File: config.mk
export PLATFORM = sky130hd
export DESIGN_NAME = display_data_register_path
export DESIGN_NICKNAME = d
export VERILOG_FILES = /design/src/hdl/display_data_pkg.sv /design/src/hdl/display_data_register_path.sv
export SDC_FILE = /design/constraint.sdc
export NUM_CORES = 1
export LEC_CHECK = 0
export ABC_AREA = 1
export ABC_CLOCK_PERIOD_IN_PS = 4300
export BUFFER_PORTS_ARGS = -buffer_cell sky130_fd_sc_hd__buf_4
export CAP_MARGIN = 0
export CORE_MARGIN = 2
export CORE_UTILIZATION = 58
export CTS_CLUSTER_DIAMETER = 60
export CTS_CLUSTER_SIZE = 12
export DETAILED_ROUTE_END_ITERATION = 16
export PLACE_DENSITY_LB_ADDON = 0.08
export SYNTH_ARGS = -nofsm -noshare
export SYNTH_HDL_FRONTEND = slang
export SYNTH_SLANG_ARGS = --single-unit
export TNS_END_PERCENT = 5
File: constraint.sdc
create_clock -name sys_clk -period 4.3 [get_ports sys_clk]
set_input_delay 0.215 -clock sys_clk [delete_from_list [all_inputs] [get_ports sys_clk]]
set_output_delay 0.215 -clock sys_clk [all_outputs]
set_load 0.1 [all_outputs]
File: src/hdl/display_data_pkg.sv
package display_data_pkg;

   // ****************************************************************
   // Register map (byte addresses on the Wishbone bus)
   // ****************************************************************
   localparam logic [4:0] ADDR_CTRL   = 5'h00;
   localparam logic [4:0] ADDR_STATUS = 5'h04;
   localparam logic [4:0] ADDR_DATA   = 5'h08;
   localparam logic [4:0] ADDR_DEFL   = 5'h0C;
   localparam logic [4:0] ADDR_CMD    = 5'h10;
   localparam logic [7:0] CTRL_RESET  = 8'h00;

   // ****************************************************************
   // Control register fields
   // ****************************************************************
   localparam int CTRL_CHAR_MODE   = 0;
   localparam int CTRL_GRAPH_MODE  = 1;
   localparam int CTRL_XFER_MODE   = 2;
   localparam int CTRL_GRAPH_ORDER = 3;
   localparam int CTRL_WRITE_CMD   = 4;
   localparam int CTRL_RDCUR_CMD   = 5;
   localparam int CTRL_NO_INTR     = 6;
   localparam int CTRL_TESTIO_CMD  = 7;

   // ****************************************************************
   // Byte bit positions (bus bit 0 is the most significant bit)
   // ****************************************************************
   localparam int ST_ATTN  = 7;
   localparam int ST_BUSY  = 4;
   localparam int ST_CHEND = 3;
   localparam int ST_DEVEND = 2;
   localparam int ST_UCHK  = 1;
   localparam int S1_REJECT = 7;
   localparam int S1_WBPAR  = 5;
   localparam int S1_RGPAR  = 3;
   localparam int S1_REGEN  = 1;
   localparam int S2_PEN    = 7;
   localparam int S2_ENDORD = 6;
   localparam int S2_CHGEN  = 5;
   localparam int CURSOR_BIT = 0;

   // ****************************************************************
   // Widths, codes and timing
   // ****************************************************************
   localparam int         DEFL_W      = 10;
   localparam int         BAC_W       = 14;
   localparam logic [7:0] CURSOR_CODE = 8'h1A;
   localparam int         CLK_MHZ     = 100;
   localparam int         CMD_DLY_NS  = 245;
   localparam int         RDCUR_DLY_NS = 250;
   localparam int CMD_DLY_CYC   = (CMD_DLY_NS * CLK_MHZ + 999) / 1000;
   localparam int RDCUR_DLY_CYC = (RDCUR_DLY_NS * CLK_MHZ + 999) / 1000;

   // ****************************************************************
   // Carriers
   // ****************************************************************
   typedef struct packed {
      logic tp1;
      logic tp6;
      logic tp9;
      logic tp10;
      logic tp11;
      logic tp12;
      logic tp15;
      logic tp16;
      logic tp19;
      logic tp21;
      logic cycEnd;
      logic proceedC;
      logic period3;
   } tp_t;

   typedef struct packed {
      logic       cmdOut;
      logic       serviceOut;
      logic       selectOut;
      logic       suppressOut;
      logic [7:0] busOut;
      logic       busOutPar;
   } chan_in_t;

   typedef struct packed {
      logic [7:0] busIn;
      logic       busInPar;
      logic       statusValid;
      logic       endingSeq;
      logic       continueSvc;
      logic       cmdStrobe;
      logic [7:0] cmdByte;
   } chan_out_t;

endpackage

File: src/hdl/display_data_register_path.sv
// The address map and the Wishbone slave port are this design's own decisions.
module display_data_register_path #(
   parameter int CHAR_SPACE = 10,
   parameter int LINE_SPACE = 16
) (
   input  wire logic                                  sys_clk,
   input  wire logic                                  rst_n,
   input  wire logic                                  cyc_i,
   input  wire logic                                  stb_i,
   input  wire logic                                  we_i,
   input  wire logic [4:0]                            adr_i,
   input  wire logic [3:0]                            sel_i,
   input  wire logic [31:0]                           dat_i,
   output      logic [31:0]                           dat_o,
   output      logic                                  ack_o,
   input  wire display_data_pkg::tp_t                 tp,
   input  wire display_data_pkg::chan_in_t            chanIn,
   output      display_data_pkg::chan_out_t           chanOut,
   input  wire logic                                  statusInEarly,
   input  wire logic                                  channelRequest,
   input  wire logic                                  addressInEarly,
   input  wire logic                                  unitBusy,
   input  wire logic                                  attnEvent,
   input  wire logic                                  chEndEvent,
   input  wire logic                                  devEndEvent,
   input  wire logic                                  unitChkEvent,
   input  wire logic                                  regenActive,
   input  wire logic                                  senseStart,
   input  wire logic                                  senseStep,
   input  wire logic                                  cmdReject,
   input  wire logic                                  wbufParErr,
   input  wire logic                                  regenParErr,
   input  wire logic                                  penHit,
   input  wire logic                                  manualInput,
   input  wire logic                                  endOrderSeq,
   input  wire logic                                  keyActive,
   input  wire logic                                  nullCode,
   input  wire logic [7:0]                            keyCode,
   input  wire logic                                  keyCodePar,
   input  wire logic                                  clrCursor,
   input  wire logic                                  setCursor,
   input  wire logic                                  cursorFound,
   input  wire logic                                  remember7,
   input  wire logic [2:0]                            byteCount,
   input  wire logic                                  charAdvance,
   input  wire logic                                  lineAdvance,
   input  wire logic [display_data_pkg::BAC_W-1:0]    bufAddrCount,
   input  wire logic                                  bufRdValid,
   input  wire logic [7:0]                            bufRdData,
   input  wire logic                                  bufRdPar,
   output      logic [display_data_pkg::BAC_W-1:0]    bufAddrLatch,
   output      logic                                  startRead,
   output      logic                                  cursorOperate,
   output      logic                                  timing_pulse_26,
   output      logic                                  tp7Req,
   output      logic                                  decLatch,
   output      logic                                  insertLatch,
   output      logic                                  stepBac,
   output      logic [display_data_pkg::DEFL_W-1:0]   xDefl,
   output      logic [display_data_pkg::DEFL_W-1:0]   yDefl,
   output      logic [7:0]                            charCode
);
   import display_data_pkg::*;

   // ****************************************************************
   // State
   // ****************************************************************
   typedef struct packed {
      logic [3:0]        tag1;
      logic [3:0]        tag2;
      logic [3:0]        tag3;
      logic [8:0]        bo1;
      logic [8:0]        bo2;
      logic [8:0]        bo3;
      logic [3:0]        tagQ;
      logic [8:0]        boQ;
      logic [7:0]        cmdDly;
      logic [7:0]        bReg;
      logic              bPar;
      logic [7:0]        aReg;
      logic [7:0]        asmReg;
      logic [DEFL_W-1:0] xDef;
      logic [DEFL_W-1:0] yDef;
      logic              attn;
      logic              chEnd;
      logic              devEnd;
      logic              unitChk;
      logic              adapterReq;
      logic              inhibit;
      logic              srvPrev;
      logic [1:0]        senseIdx;
      logic              tp26Pend;
      logic              tp26Cyc;
      logic [4:0]        rcCnt;
      logic              rcWait;
      logic [7:0]        ctrl;
      logic [31:0]       rdData;
      logic              ack;
      chan_out_t         co;
      logic [BAC_W-1:0]  bal;
      logic              startRd;
      logic              cursorOp;
      logic              tp26Pulse;
      logic              tp7Pulse;
      logic              decL;
      logic              insL;
      logic              stepB;
   } state_t;

   state_t st_r;
   state_t st_nxt;

   function automatic logic oddPar(input logic [7:0] d);
      oddPar = ~^d;
   endfunction

   function automatic logic [7:0] statusByte(input state_t s, input logic showBusy,
                                             input logic inh);
      logic [7:0] b;
      b = 8'h00;
      b[ST_ATTN]   = s.attn & ~inh;
      b[ST_CHEND]  = s.chEnd & ~inh;
      b[ST_DEVEND] = s.devEnd & ~inh;
      b[ST_UCHK]   = s.unitChk & ~inh;
      b[ST_BUSY]   = showBusy;
      statusByte = b;
   endfunction

   logic       busyInh;
   logic       showBusy;
   logic       srvRise;
   logic       cmdGate;
   logic       accept;
   logic [7:0] stByte;
   logic [7:0] senseByte;
   logic       wbReq;
   logic       activeMode;

   always_comb begin
      st_nxt = st_r;
      busyInh = 1'b0;
      showBusy = 1'b0;
      srvRise = 1'b0;
      cmdGate = 1'b0;
      accept = 1'b0;
      stByte = 8'h00;
      senseByte = 8'h00;
      wbReq = 1'b0;
      activeMode = 1'b0;

      // ****************************************************************
      // Pin synchronisers: a change counts once stages two and three agree
      // ****************************************************************
      st_nxt.tag1 = {chanIn.cmdOut, chanIn.serviceOut, chanIn.selectOut, chanIn.suppressOut};
      st_nxt.tag2 = st_r.tag1;
      st_nxt.tag3 = st_r.tag2;
      st_nxt.bo1 = {chanIn.busOut, chanIn.busOutPar};
      st_nxt.bo2 = st_r.bo1;
      st_nxt.bo3 = st_r.bo2;
      for (int i = 0; i < 4; i++) begin
         if (st_r.tag2[i] == st_r.tag3[i]) begin
            st_nxt.tagQ[i] = st_r.tag3[i];
         end
      end
      if (st_r.bo2 == st_r.bo3) begin
         st_nxt.boQ = st_r.bo3;
      end

      // Pulses last one cycle
      st_nxt.startRd = 1'b0;
      st_nxt.tp26Pulse = 1'b0;
      st_nxt.tp7Pulse = 1'b0;
      st_nxt.stepB = 1'b0;
      st_nxt.co.cmdStrobe = 1'b0;
      st_nxt.ack = 1'b0;

      // ****************************************************************
      // Cursor and keyboard sequencing
      // ****************************************************************
      if (tp.tp1 && st_r.ctrl[CTRL_CHAR_MODE] && keyActive && st_r.bReg[CURSOR_BIT]) begin
         st_nxt.cursorOp = 1'b1;
         st_nxt.tp26Pend = 1'b1;
      end
      if (tp.cycEnd && st_r.tp26Pend) begin
         st_nxt.tp26Pulse = 1'b1;
         st_nxt.tp26Pend = 1'b0;
         st_nxt.tp26Cyc = 1'b1;
      end
      if (st_r.tp26Cyc && tp.tp19) begin
         st_nxt.decL = 1'b1;
         st_nxt.insL = 1'b1;
      end
      if (st_r.tp26Cyc && tp.tp10) begin
         st_nxt.stepB = 1'b1;
      end
      if (st_r.tp26Cyc && tp.cycEnd && !st_r.tp26Pend) begin
         st_nxt.tp7Pulse = 1'b1;
         st_nxt.tp26Cyc = 1'b0;
         st_nxt.decL = 1'b0;
         st_nxt.cursorOp = 1'b0;
      end
      if (tp.tp12) begin
         st_nxt.insL = 1'b0;
      end

      // ****************************************************************
      // Buffer data register; later loads override clears in one cycle
      // ****************************************************************
      if (tp.tp9) begin
         st_nxt.bReg = 8'h00;
         st_nxt.bPar = 1'b0;
         st_nxt.bal = bufAddrCount;
         st_nxt.startRd = 1'b1;
      end
      if (bufRdValid) begin
         st_nxt.bReg = bufRdData;
         st_nxt.bPar = bufRdPar;
      end
      if (tp.tp10 && st_r.insL && !nullCode) begin
         st_nxt.bReg = 8'h00;
         st_nxt.bPar = 1'b0;
      end
      if (tp.tp11 && st_r.insL && !nullCode) begin
         st_nxt.bReg = keyCode;
         st_nxt.bPar = keyCodePar;
      end
      if (tp.tp11 && (clrCursor || setCursor)) begin
         st_nxt.bReg[CURSOR_BIT] = ~st_r.bReg[CURSOR_BIT];
         st_nxt.bPar = ~st_r.bPar;
      end
      if (tp.tp15) begin
         st_nxt.bReg = 8'h00;
         st_nxt.bPar = 1'b0;
      end
      if (tp.tp16) begin
         st_nxt.bReg = st_r.aReg;
         st_nxt.bPar = oddPar(st_r.aReg);
      end
      // Double-line transfer overwrites every bit, so no clear is needed
      if (st_r.ctrl[CTRL_WRITE_CMD] && tp.period3) begin
         st_nxt.bReg = st_r.boQ[8:1];
         st_nxt.bPar = st_r.boQ[0];
      end
      if (st_r.ctrl[CTRL_RDCUR_CMD] && cursorFound) begin
         st_nxt.bReg = 8'h00;
         st_nxt.bPar = 1'b0;
         st_nxt.rcWait = 1'b1;
         st_nxt.rcCnt = 5'h00;
      end else if (st_r.rcWait) begin
         if (st_r.rcCnt == 5'(RDCUR_DLY_CYC - 1)) begin
            st_nxt.bReg = CURSOR_CODE;
            st_nxt.bPar = oddPar(CURSOR_CODE);
            st_nxt.rcWait = 1'b0;
         end else begin
            st_nxt.rcCnt = st_r.rcCnt + 5'h01;
         end
      end

      // ****************************************************************
      // Holding, assembly and deflection registers
      // ****************************************************************
      activeMode = st_r.ctrl[CTRL_GRAPH_MODE] | st_r.ctrl[CTRL_CHAR_MODE]
                 | st_r.ctrl[CTRL_XFER_MODE];
      if (tp.proceedC && activeMode) begin
         st_nxt.aReg = st_r.bReg;
      end
      if ((tp.tp12 || tp.tp21) && remember7 && (st_r.bPar == oddPar(st_r.bReg))) begin
         st_nxt.aReg = st_r.bReg;
      end
      if (tp.proceedC && st_r.ctrl[CTRL_GRAPH_ORDER] && byteCount == 3'h1) begin
         st_nxt.asmReg = st_r.bReg;
      end
      if (tp.tp6) begin
         st_nxt.xDef = {st_r.asmReg[DEFL_W-9:0], st_r.aReg};
         st_nxt.yDef = {st_r.asmReg[7:16-DEFL_W], st_r.bReg};
      end else begin
         if (charAdvance) begin
            st_nxt.xDef = st_r.xDef + DEFL_W'(CHAR_SPACE);
         end
         if (lineAdvance) begin
            st_nxt.yDef = st_r.yDef - DEFL_W'(LINE_SPACE);
         end
      end

      // ****************************************************************
      // Command capture
      // ****************************************************************
      if (st_r.tagQ[3]) begin
         if (st_r.cmdDly != 8'(CMD_DLY_CYC)) begin
            st_nxt.cmdDly = st_r.cmdDly + 8'h01;
         end
      end else begin
         st_nxt.cmdDly = 8'h00;
      end
      // One strobe per Command Out: gate fires as the delay count completes
      cmdGate = (st_r.cmdDly == 8'(CMD_DLY_CYC - 1)) && st_r.tagQ[3] && !unitBusy
              && (^st_r.boQ) && addressInEarly && channelRequest;
      if (cmdGate) begin
         st_nxt.co.cmdByte = st_r.boQ[8:1];
         st_nxt.co.cmdStrobe = 1'b1;
      end

      // ****************************************************************
      // Status: set wins over the Service Out clear
      // ****************************************************************
      srvRise = st_r.tagQ[2] && !st_r.srvPrev;
      st_nxt.srvPrev = st_r.tagQ[2];
      busyInh = unitBusy && st_r.ctrl[CTRL_NO_INTR];
      showBusy = unitBusy && !st_r.ctrl[CTRL_TESTIO_CMD];
      stByte = statusByte(st_r, showBusy, busyInh);
      accept = srvRise && st_r.co.statusValid && !st_r.inhibit;
      if (accept) begin
         st_nxt.attn = 1'b0;
         st_nxt.chEnd = 1'b0;
         st_nxt.devEnd = 1'b0;
         st_nxt.unitChk = 1'b0;
         st_nxt.adapterReq = 1'b0;
      end
      if (srvRise) begin
         st_nxt.co.statusValid = 1'b0;
      end
      if (attnEvent) begin
         st_nxt.attn = 1'b1;
      end
      if (chEndEvent) begin
         st_nxt.chEnd = 1'b1;
      end
      if (devEndEvent) begin
         st_nxt.devEnd = 1'b1;
      end
      if (unitChkEvent) begin
         st_nxt.unitChk = 1'b1;
      end
      if (regenActive && (attnEvent || unitChkEvent)) begin
         st_nxt.adapterReq = 1'b1;
      end
      if (statusInEarly || (st_r.adapterReq && st_r.tagQ[1] && !st_r.tagQ[0])) begin
         st_nxt.co.busIn = stByte;
         st_nxt.co.busInPar = oddPar(stByte);
         st_nxt.co.statusValid = 1'b1;
         st_nxt.inhibit = busyInh;
         st_nxt.co.endingSeq = (stByte != 8'h00);
         st_nxt.co.continueSvc = (stByte == 8'h00);
      end

      // ****************************************************************
      // Sense bytes
      // ****************************************************************
      if (senseStart || senseStep) begin
         unique case (senseStart ? 2'h0 : st_r.senseIdx)
            2'h0: begin
               senseByte[S1_REJECT] = cmdReject;
               senseByte[S1_WBPAR] = wbufParErr;
               senseByte[S1_RGPAR] = regenParErr;
               senseByte[S1_REGEN] = regenActive;
            end
            2'h1: begin
               senseByte[S2_PEN] = penHit && !manualInput && !endOrderSeq;
               senseByte[S2_ENDORD] = endOrderSeq;
               senseByte[S2_CHGEN] = st_r.ctrl[CTRL_CHAR_MODE];
            end
            // Count is only meaningful while regeneration is stopped
            2'h2: senseByte = {2'b00, bufAddrCount[13:8]};
            2'h3: senseByte = bufAddrCount[7:0];
         endcase
         st_nxt.co.busIn = senseByte;
         st_nxt.co.busInPar = oddPar(senseByte);
         st_nxt.senseIdx = senseStart ? 2'h1 : st_r.senseIdx + 2'h1;
      end

      // ****************************************************************
      // Wishbone slave: one wait state, ack drops after one cycle
      // ****************************************************************
      wbReq = cyc_i && stb_i && !st_r.ack;
      if (wbReq) begin
         st_nxt.ack = 1'b1;
         st_nxt.rdData = 32'h0000_0000;
         unique case (adr_i)
            ADDR_CTRL: begin
               st_nxt.rdData = {24'h00_0000, st_r.ctrl};
               if (we_i && sel_i[0]) begin
                  st_nxt.ctrl = dat_i[7:0];
               end
            end
            ADDR_STATUS: st_nxt.rdData = {20'h0_0000, st_r.tp26Cyc, st_r.cursorOp,
                                          st_r.inhibit, st_r.adapterReq, stByte};
            ADDR_DATA:   st_nxt.rdData = {7'h00, st_r.bPar, st_r.asmReg, st_r.aReg, st_r.bReg};
            ADDR_DEFL:   st_nxt.rdData = {6'h00, st_r.yDef, 6'h00, st_r.xDef};
            ADDR_CMD:    st_nxt.rdData = {24'h00_0000, st_r.co.cmdByte};
            default:     st_nxt.rdData = 32'h0000_0000;
         endcase
      end
   end

   always_ff @(posedge sys_clk or negedge rst_n) begin
      if (!rst_n) begin
         st_r <= '0;
         st_r.ctrl <= CTRL_RESET;
      end else begin
         st_r <= st_nxt;
      end
   end

   assign dat_o = st_r.rdData;
   assign ack_o = st_r.ack;
   assign chanOut = st_r.co;
   assign bufAddrLatch = st_r.bal;
   assign startRead = st_r.startRd;
   assign cursorOperate = st_r.cursorOp;
   assign timing_pulse_26 = st_r.tp26Pulse;
   assign tp7Req = st_r.tp7Pulse;
   assign decLatch = st_r.decL;
   assign insertLatch = st_r.insL;
   assign stepBac = st_r.stepB;
   assign xDefl = st_r.xDef;
   assign yDefl = st_r.yDef;
   assign charCode = st_r.aReg;

endmodule

---- Word-level counts from Yosys, hierarchy flattened ----
Index checks and enable logic that the tools add are counted.
word-level totals
  flip-flop bits (word level) ............. 199
  bits of input ports ..................... 133
  word-level logic and storage cells ...... 223
operators by class
  $add $sub $neg .......................... 5
  equal/unequal tests ..................... 19
  multiplexer cells ....................... 62
  bitwise operators ....................... 9
  reduce and logical (&&, ||, !) cells .... 80
operator list
  cell                     count
  $pmux W26 S5             1
  $mux W9                  12
  $logic_and A1 B1 Y1      38
  $mux W8                  4
  $reduce_bool A2 Y1       16
  $reduce_xnor A8 Y1       4
  $mux W1                  23
  $mux W10                 2
  $mux W20                 1
  $mux W12                 1
  $mux W2                  6
  $mux W6                  2
  $add A10 B4 Y10 const B  1
  $eq A5 B4 Y1 const B     2
  $eq A5 B5 Y1 const B     2
  $logic_not A1 Y1         10
  $logic_not A5 Y1         2
  $mux W5                  2
  $sub A10 B5 Y10 const B  1
  $eq A9 B9 Y1             1
  $reduce_xor A9 Y1        1
  $add A8 B1 Y8 const B    1
  $eq A8 B5 Y1 const B     1
  $ne A8 B5 Y1 const B     1
  20 further kinds         40

---- Logic depth before layout (Yosys ltp) ----
Gate-level depths: netlist (run 1).
  word-level depth ........................ 11
  depth in mapped cells ................... 14
  mapped depth without buffers ............ 14

---- Worst setup path before layout (run 1) ----
OpenSTA, ideal clock, no wires.
  path kind ............................... register to register
  from .................................... register st_r, in the netlist insertLatch
  to ...................................... register st_r[138] (netlist bit)
  arrival ................................. 1.901 ns
  required time ........................... 4.182 ns
  setup slack ............................. 2.280 ns
  stages on the path, launching flop included .. 8
  period minus slack after synthesis ...... 2.020 ns
  cells stage by stage .................... dfrtp_1 nand2_1 a21oi_1 inv_1 a22oi_1 o22ai_1 a21oi_1 nor2_1
RTL lines
  item                      line                               source
  start: declaration        display_data_register_path.sv:110  state_t st_r;
  start signal: assignment  display_data_register_path.sv:400  st_r <= st_nxt;

---- Worst setup path after layout (run 1) ----
  from .................................... register st_r[163] (netlist bit)
  to ...................................... register st_r, in the netlist chanOut[16]
on the way
  longest elaborated chain between the ends .. 4
RTL lines
  item                              line                               source
  $logic_and A1 B1 Y1 (2 in a row)  display_data_register_path.sv:337  if (statusInEarly || (st_r.adapterReq && st_r.tagQ[1] && !st_r.tagQ[0])) begin
  $logic_or A1 B1 Y1                display_data_register_path.sv:337
  $reduce_bool A2 Y1 (no line)      -
No other way between the ends.
A chain may end at the register's enable or synchronous reset.

==> results.json, run 1 <==
{
  "status": "finished, final reports clean",
  "wl_per_cell_um": 16.6,
  "vias": 7943,
  "worstSetupPathType": "reg -> reg",
  "synth_top_family_by_area": "simple AND/OR/NAND/NOR gates",
  "cts_buffers": 17,
  "hold_depth": 2,
  "worst_r2r_path_depth": 5,
  "h-tree-depth": 4,
  "numPortBuffers": 202,
  "power.share.combinational_pct": 37.3,
  "grtUsageTotal_pct": 28.3,
  "post-place-cells": 1436,
  "max_slew_margin_pct": 34.7,
  "antenna_found_initial": 0,
  "route.detailed.drc": 0,
  "synth_flop_cell": "dfrtp_1",
  "fp.dieH_um": 134,
  "ys_seq_elements": 199,
  "synth-xor-area-share_pct": 3.12,
  "cts.clk_slew.worst_paths_ns": 0.07,
  "gp_congestion": 0.931,
  "core-area_sq_um": 16600,
  "power_switching_w": 0.00288,
  "crit_chain": "a31oi_2 -> inv_1 -> nor2_1 -> nand2_1 -> o311ai_0",
  "min_from": "dat_i[1]",
  "internal_power_w": 0.00369,
  "ioPinCount": 236,
  "synth_compound_area_share_pct": 11.5,
  "p_leak_nw": 6.04,
  "areaGrowthSynthToFinish_pct": 19.2,
  "fin_tns_setup_ns": 0,
  "ant_nets": 0,
  "synth-async-reset-ratio_pct": 100,
  "max_cap_violations": 0,
  "final_area_sq_um": 11700,
  "busiest_layer": "met2",
  "nets": 1396,
  "overflow": 0,
  "rsz0062_at_grt": "false",
  "hold_path_class": "in -> reg",
  "synth_cells": 1121,
  "routed_via_density": 5.33,
  "synth_area_sq_um": 9830,
  "pwr-share-seq_pct": 36.9,
  "root_buffer": "clkbuf_16",
  "reg2reg_to": "chanOut[16]",
  "reg2reg_slack_ns": 2.36,
  "drive_gt1_share_pct": 21.1,
  "setup_viol_count_final": 0,
  "max_stage_delay_ns": 0.53,
  "drt_wl_total_um": 24800,
  "rr_startpoint": "st_r[163]",
  "worstPathArrival_ns": 2.27,
  "initial_utilization_pct": 59.3,
  "powerDensity_nw_per_um2": 561,
  "clock_latency_ns": 0.44,
  "floorplan.die_area_sq_um": 18000,
  "critPathMaxFanout": 9,
  "crit_slowest_cell": "nor2_1",
  "synth_edf_count": 0,
  "die_x_um": 134,
  "synthSimpleGateAreaFrac_pct": 18.8,
  "fin_skew_ns": 0.00668,
  "stdcell_count": 1490,
  "drv_slew": 0,
  "clock_sinks": 199,
  "grt_pass1_vias": 7672,
  "ir_drop_v": 0.000301,
  "power_w": 0.00657,
  "cts_tree": "built",
  "drtIter0Drc": 516,
  "min_period_ns": 1.94,
  "synthAdderAreaFrac_pct": 1.30,
  "p_clk_share_pct": 25.8,
  "grt_pass1_wl_um": 39200,
  "ys_seq_area_share_pct": 50.7,
  "hold_viol_final": 0,
  "cts_resized": 0,
  "synthMuxAreaShare_pct": 1.49,
  "detail_route.first_pass.iterations": 9,
  "grtUsageMet2_pct": 44.6,
  "place_hpwl_um": 18000,
  "grt_max_degree": 114,
  "startpoint_type": "register",
  "critPathBufInv": 1,
  "use_met1_pct": 38.5,
  "cp-end-kind": "register",
  "synth_warnings": 0,
  "use_met3_pct": 6.42,
  "required_ns": 4.62,
  "fin_crit_sh_pct": 45.2,
  "rows": 47,
  "max_freq_mhz": 514,
  "worst_pin_slew_ns": 0.978,
  "holdPathEnd": "st_r[76]",
  "swShare_pct": 43.9,
  "crit_family": "simple AND/OR/NAND/NOR gates",
  "syn_area_per_cell_sq_um": 8.77,
  "cts_buffer_depth": 2,
  "yosysUniqueCellTypes": 48,
  "placed_area_sq_um": 10900
}
## synth_stat cells, types with 15 or more instances
cell type / instances / area share, %
o21ai_0: 84 / 4.3
a21oi_1: 41 / 2.1
buf_4: 96 / 7.3
nand2_1: 258 / 9.9
inv_1: 122 / 4.7
xor2_1: 21 / 1.9
nand4_1: 16 / 1.0
nor2_1: 78 / 3.0
nand3_1: 50 / 2.5
clkbuf_1: 15 / 0.57
dfrtp_1: 199 / 51
## metal layers
layer  vias up  part of all wire (%)
li1       3830                     -
met1      3760                    44
met2       308                    46
met3        45                   6.9
met4         0                   3.2
met5         -                     0
## power by group through the flow
stage / Clock [W] / Combinational, W / Sequential (W)
2_1_floorplan: 0 / 0.00194 / 0.00247
3_3_place_gp: 0 / 0.00239 / 0.00245
3_5_place_dp: 0 / 0.00242 / 0.00245
4_1_cts: 0.00171 / 0.00245 / 0.00242
5_1_grt: 0.00179 / 0.00260 / 0.00246
6_report: 0.00169 / 0.00245 / 0.00243
## cells in the final DEF, fill, tap and decap left out, types with 2 or more instances in the layout
master and count:
a21oi_1 41, a221oi_1 7, a22oi_1 14, a31oi_1 3, buf_4 204, bufinv_16 3
clkbuf_16 17, clkbuf_8 2, clkinv_1 2, clkinv_4 3, conb_1 6, dfrtp_1 199
dlygate4sd3_1 21, ha_1 7, inv_1 122, inv_2 2, inv_6 4, maj3_1 4
mux2_2 13, nand2_1 258, nand2_4 2, nand3_1 50, nand3_4 2, nand3b_1 2
nand4_1 16, nor2_1 78, nor3_1 9, nor4_1 2, o211ai_1 9, o21a_1 2
o21ai_0 84, o21bai_1 5, o221ai_1 8, o22ai_1 12, or2_2 3, xnor2_1 14
xor2_1 21
## worst register-to-register path: cells and delay by family, from the launching register on
family | cells | cell delay [ns]
flip-flops | 1 | 0.41
AO/OA/AOI/OAI | 2 | 0.56
AND/OR/NAND/NOR | 2 | 0.63
buffers and inverters | 1 | 0.23
## logic make-up after synthesis
group,Yosys count
AND/OR/NAND/NOR,430
buffers and inverters,242
flip-flops,199
AO/OA/AOI/OAI,190
XOR/XNOR,35
multiplexers,13
adder cells (fa/ha/maj),11
other,1
## state kept, by name, summed over array words and instances (netlist names), 8 cells and up
| register | cells |
|---|---|
| bufAddrLatch | 14 |
| dat_o | 26 |
| yDefl | 10 |
| chanOut | 21 |
| st_r | 75 |
| charCode | 8 |
| st_nxt | 27 |
| xDefl | 10 |
## how the worst max path moves through the flow
stage,from,end,slack (ns),depth (start not counted)
floorplan,insertLatch,st_r[138],2.28,7
global placement,adr_i[1],dat_o[5],2.44,8
detailed placement,adr_i[1],dat_o[5],2.41,8
CTS,st_r[163],chanOut[16],2.39,5
global route,st_r[170],st_r[159],2.24,5
finish,st_r[163],chanOut[16],2.36,5
## area by class of cell
class                   instances  area [sq um]
flip-flops and latches        199          4980
fillers                      1335          4870
multi-input cells             685          3580
repair buffers                227          1780
inverters                     126           473
clock buffers                  18           439
well taps                     220           275
clock inverters                14           191
diodes                          1          2.50
## metrics by stage
step                      hold WS [ns]  worst slack (ns)  util [%]
after global routing           0.00103              2.24      70.6
after floorplan                -0.0806              2.28         -
after CTS                     0.000822              2.39      70.6
after detailed placement         0.325              2.41      65.6
after global placement           0.324              2.44      65.6
final                          0.00921              2.36      70.6
## timing repair
item,4_1_cts,5_1_grt
hold buffers,21,0
setup endpoints to repair,0,0
setup buffers,0,0
endpoints found under the hold margin,132,0
Power figures use the tool's default switching activity.
==> run 2, diff against run 1 <==
--- a/config.mk
+++ b/config.mk
@@ -5,12 +5,12 @@
 export SDC_FILE = /design/constraint.sdc
 export NUM_CORES = 1
 export LEC_CHECK = 0
-export ABC_AREA = 1
-export ABC_CLOCK_PERIOD_IN_PS = 4300
+export ABC_AREA = 0
+export ABC_CLOCK_PERIOD_IN_PS = 1800
 export BUFFER_PORTS_ARGS = -buffer_cell sky130_fd_sc_hd__buf_4
 export CAP_MARGIN = 0
 export CORE_MARGIN = 2
-export CORE_UTILIZATION = 58
+export CORE_UTILIZATION = 54
 export CTS_CLUSTER_DIAMETER = 60
 export CTS_CLUSTER_SIZE = 12
 export DETAILED_ROUTE_END_ITERATION = 16
==> constraint.sdc (replaced) <==
create_clock -name sys_clk -period 1.8 [get_ports sys_clk]
set_input_delay 0.09 -clock sys_clk [delete_from_list [all_inputs] [get_ports sys_clk]]
set_output_delay 0.09 -clock sys_clk [all_outputs]
set_load 0.1 [all_outputs]
==> run 2 against run 1 <==
Compared with the run above: the run now ends with negative setup slack left; non-clock buffer count grew 91; total power rose by 120%; largest cell class unchanged; critical path depth rose by 2; hold slack gained 0.022 ns.
==> results.json, run 2 <==
{
  "areaGrowthSynthToFinish_pct": 28.8,
  "layout_commonest_cell": "buf_4",
  "synth_area_sq_um": 9410,
  "ioPinCount": 236,
  "yosysMostFrequentCell": "dfrtp_1",
  "ir_drop_v": 0.00105,
  "violations": "negative setup slack",
  "overflow": 0,
  "fin_skew_ns": 0.0115,
  "root_buffer": "clkbuf_16",
  "grt_pass1_vias": 7144,
  "setup_ws_ns": -0.156,
  "worst-path-stages": 7,
  "hold_path_class": "in -> reg",
  "yosysTopAreaCell": "dfrtp_1",
  "drt_wl_total_um": 24300,
  "stdcell_count": 1302,
  "synth_edf_count": 0,
  "clock_latency_ns": 0.43,
  "rows": 48,
  "initial_utilization_pct": 54.8,
  "h-tree-depth": 4,
  "antenna_found_initial": 0,
  "nets": 1204,
  "syn_area_per_cell_sq_um": 11.1,
  "largest_reg_flops": 75,
  "clock_sinks": 199,
  "core-area_sq_um": 17200,
  "antenna_cells": 0,
  "ys_seq_elements": 199,
  "fp.dieH_um": 136,
  "routed_via_density": 5.51,
  "cts_buffer_depth": 2,
  "startpoint_type": "register",
  "cp_common_cell": "xnor2_1",
  "crit_family": "XOR/XNOR gates",
  "numPortBuffers": 202,
  "drtIter0Drc": 543,
  "drive_gt1_share_pct": 35.7,
  "regMostFlops": "st_r",
  "crit_slowest_cell": "dfrtp_2",
  "max_stage_delay_ns": 0.47,
  "synth_flop_cell": "dfrtp_1",
  "status": "finished with violations",
  "floorplan.die_area_sq_um": 18500,
  "yosysUniqueCellTypes": 60,
  "worst_r2r_path_depth": 7,
  "cp-end-kind": "register",
  "worstPathArrival_ns": 2.28,
  "crit_chain": "buf_6 -> mux2i_4 -> nor2_2 -> xnor2_1 -> xnor3_1 -> xnor2_1 -> mux2_2",
  "detail_route.first_pass.iterations": 7,
  "worstSetupPathType": "reg -> reg",
  "route.detailed.drc": 0,
  "synth_common_cells": "dfrtp_1, buf_4, nand2_1",
  "grt_pass1_wl_um": 37500,
  "yosys.area.top_type_share_pct": 52.9,
  "powerDensity_nw_per_um2": 1210,
  "fin_crit_sh_pct": 109,
  "synth_warnings": 0,
  "ys_seq_area_share_pct": 52.9,
  "synth_cells": 847,
  "post-place-cells": 1209,
  "vias": 7179,
  "setup_viol_count_final": 8,
  "cts.clk_slew.worst_paths_ns": 0.07,
  "critPathBufInv": 1,
  "grt_max_degree": 63,
  "cts_buffers": 17,
  "power_w": 0.0147,
  "place_hpwl_um": 17700,
  "max_cap_violations": 0,
  "worst_pin_slew_ns": 0.525,
  "hold_depth": 4,
  "max_slew_margin_pct": 65.0,
  "p_leak_nw": 5.73,
  "critPathMaxFanout": 6,
  "grtUsageTotal_pct": 26.6,
  "synth-async-reset-ratio_pct": 100,
  "wl_per_cell_um": 18.6,
  "rsz0062_at_grt": "true",
  "drv_slew": 0,
  "required_ns": 2.12,
  "die_x_um": 136,
  "gp_congestion": 0.882,
  "ant_nets": 0,
  "fin_util_pct": 70.6,
  "min_period_ns": 1.96,
  "layout_common_cells": "buf_4, dfrtp_1, nand2_1, mux2_2, o21ai_0",
  "hold_viol_final": 0,
  "ys_top_cells_by_area": "dfrtp_1, buf_4, mux2_2",
  "max_freq_mhz": 511,
  "cts_tree": "built"
}
[run 2: cell count changes after synthesis, sizes merged, moves of 33 or more]
| cell | before | now |
|---|---|---|
| nand2 | 261 | 87 |
| nand3 | 53 | 20 |
| inv | 124 | 14 |
| nor2 | 79 | 33 |
| xnor2 | 14 | 49 |
| mux2 | 13 | 63 |
[run 2: worst register-to-register path: stages, from the launching register on]
cell and delay, ns:
dfrtp_2 0.47, buf_6 0.15, mux2i_4 0.18, nor2_2 0.15, xnor2_1 0.16, xnor3_1 0.36, xnor2_1 0.13, mux2_2 0.25
[run 2: report_power, final]
group | switching [W] | total [W] | internal, W
Combinational | 0.00369 | 0.00549 | 0.00181
Clock | 0.00170 | 0.00363 | 0.00193
Sequential | 0.000592 | 0.00560 | 0.00501
Total | 0.00598 | 0.0147 | 0.00874
[run 2: through the flow]
stage | worst slack, ns | hold WS, ns | TNS [ns] | instance area, sq um
finish | -0.156 | 0.0313 | -0.938 | 12100
global route | -0.192 | 0.0305 | -1.97 | 12100
CTS | -0.0804 | 0.0225 | -0.231 | 12000
detailed placement | -0.186 | 0.114 | -0.350 | 10900
global placement | -0.0979 | 0.102 | -0.0979 | 10900
floorplan | -0.0314 | -0.206 | -0.261 | 9470
[run 2: final cells by class]
type,instances,area [sq um]
clock buffers,19,433
clock inverters,13,120
fillers,1298,5060
inverters,14,57.6
multi-input cells,514,3660
flip-flops and latches,199,4990
well taps,225,282
repair buffers,318,2580
[run 2: metal layers]
layer  global-route usage (%)  share of wire (%)
met4                     9.32                2.5
met2                     43.1                 50
met1                     36.1                 42
met5                        0                  0
met3                     4.96                5.8
[run 2: worst paths after layout]
path | endpoint | slack (ns) | from
worst max register to register | chanOut[12] | -0.16 | st_r[91]
worst min register to register | st_nxt[169] | 0.35 | st_nxt[178]
min in group asynchronous | st_r[86] | 0.18 | rst_n
worst min-delay path | ack_o | 0.03 | stb_i
max in group asynchronous | st_r[92] | 0.86 | rst_n
worst max-delay path | chanOut[12] | -0.16 | st_r[91]
[run 2: cells by family after synthesis]
group | Yosys count | share of synthesized area [%]
simple gates | 201 | 10.4
flops | 199 | 52.9
compound gates | 159 | 11.1
buf+inv | 139 | 9.48
mux | 71 | 8.39
xor+xnor | 66 | 6.29
fa+ha+maj | 11 | 1.36
other cells | 1 | 0.0399
[run 2: repair_timing]
item / CTS / global route
pin swaps: 3 / 11
hold endpoints to repair: 113 / 0
hold buffers: 54 / 0
gates resized for setup: 2 / 20
setup buffers: 1 / 6
setup endpoints to repair: 16 / 19
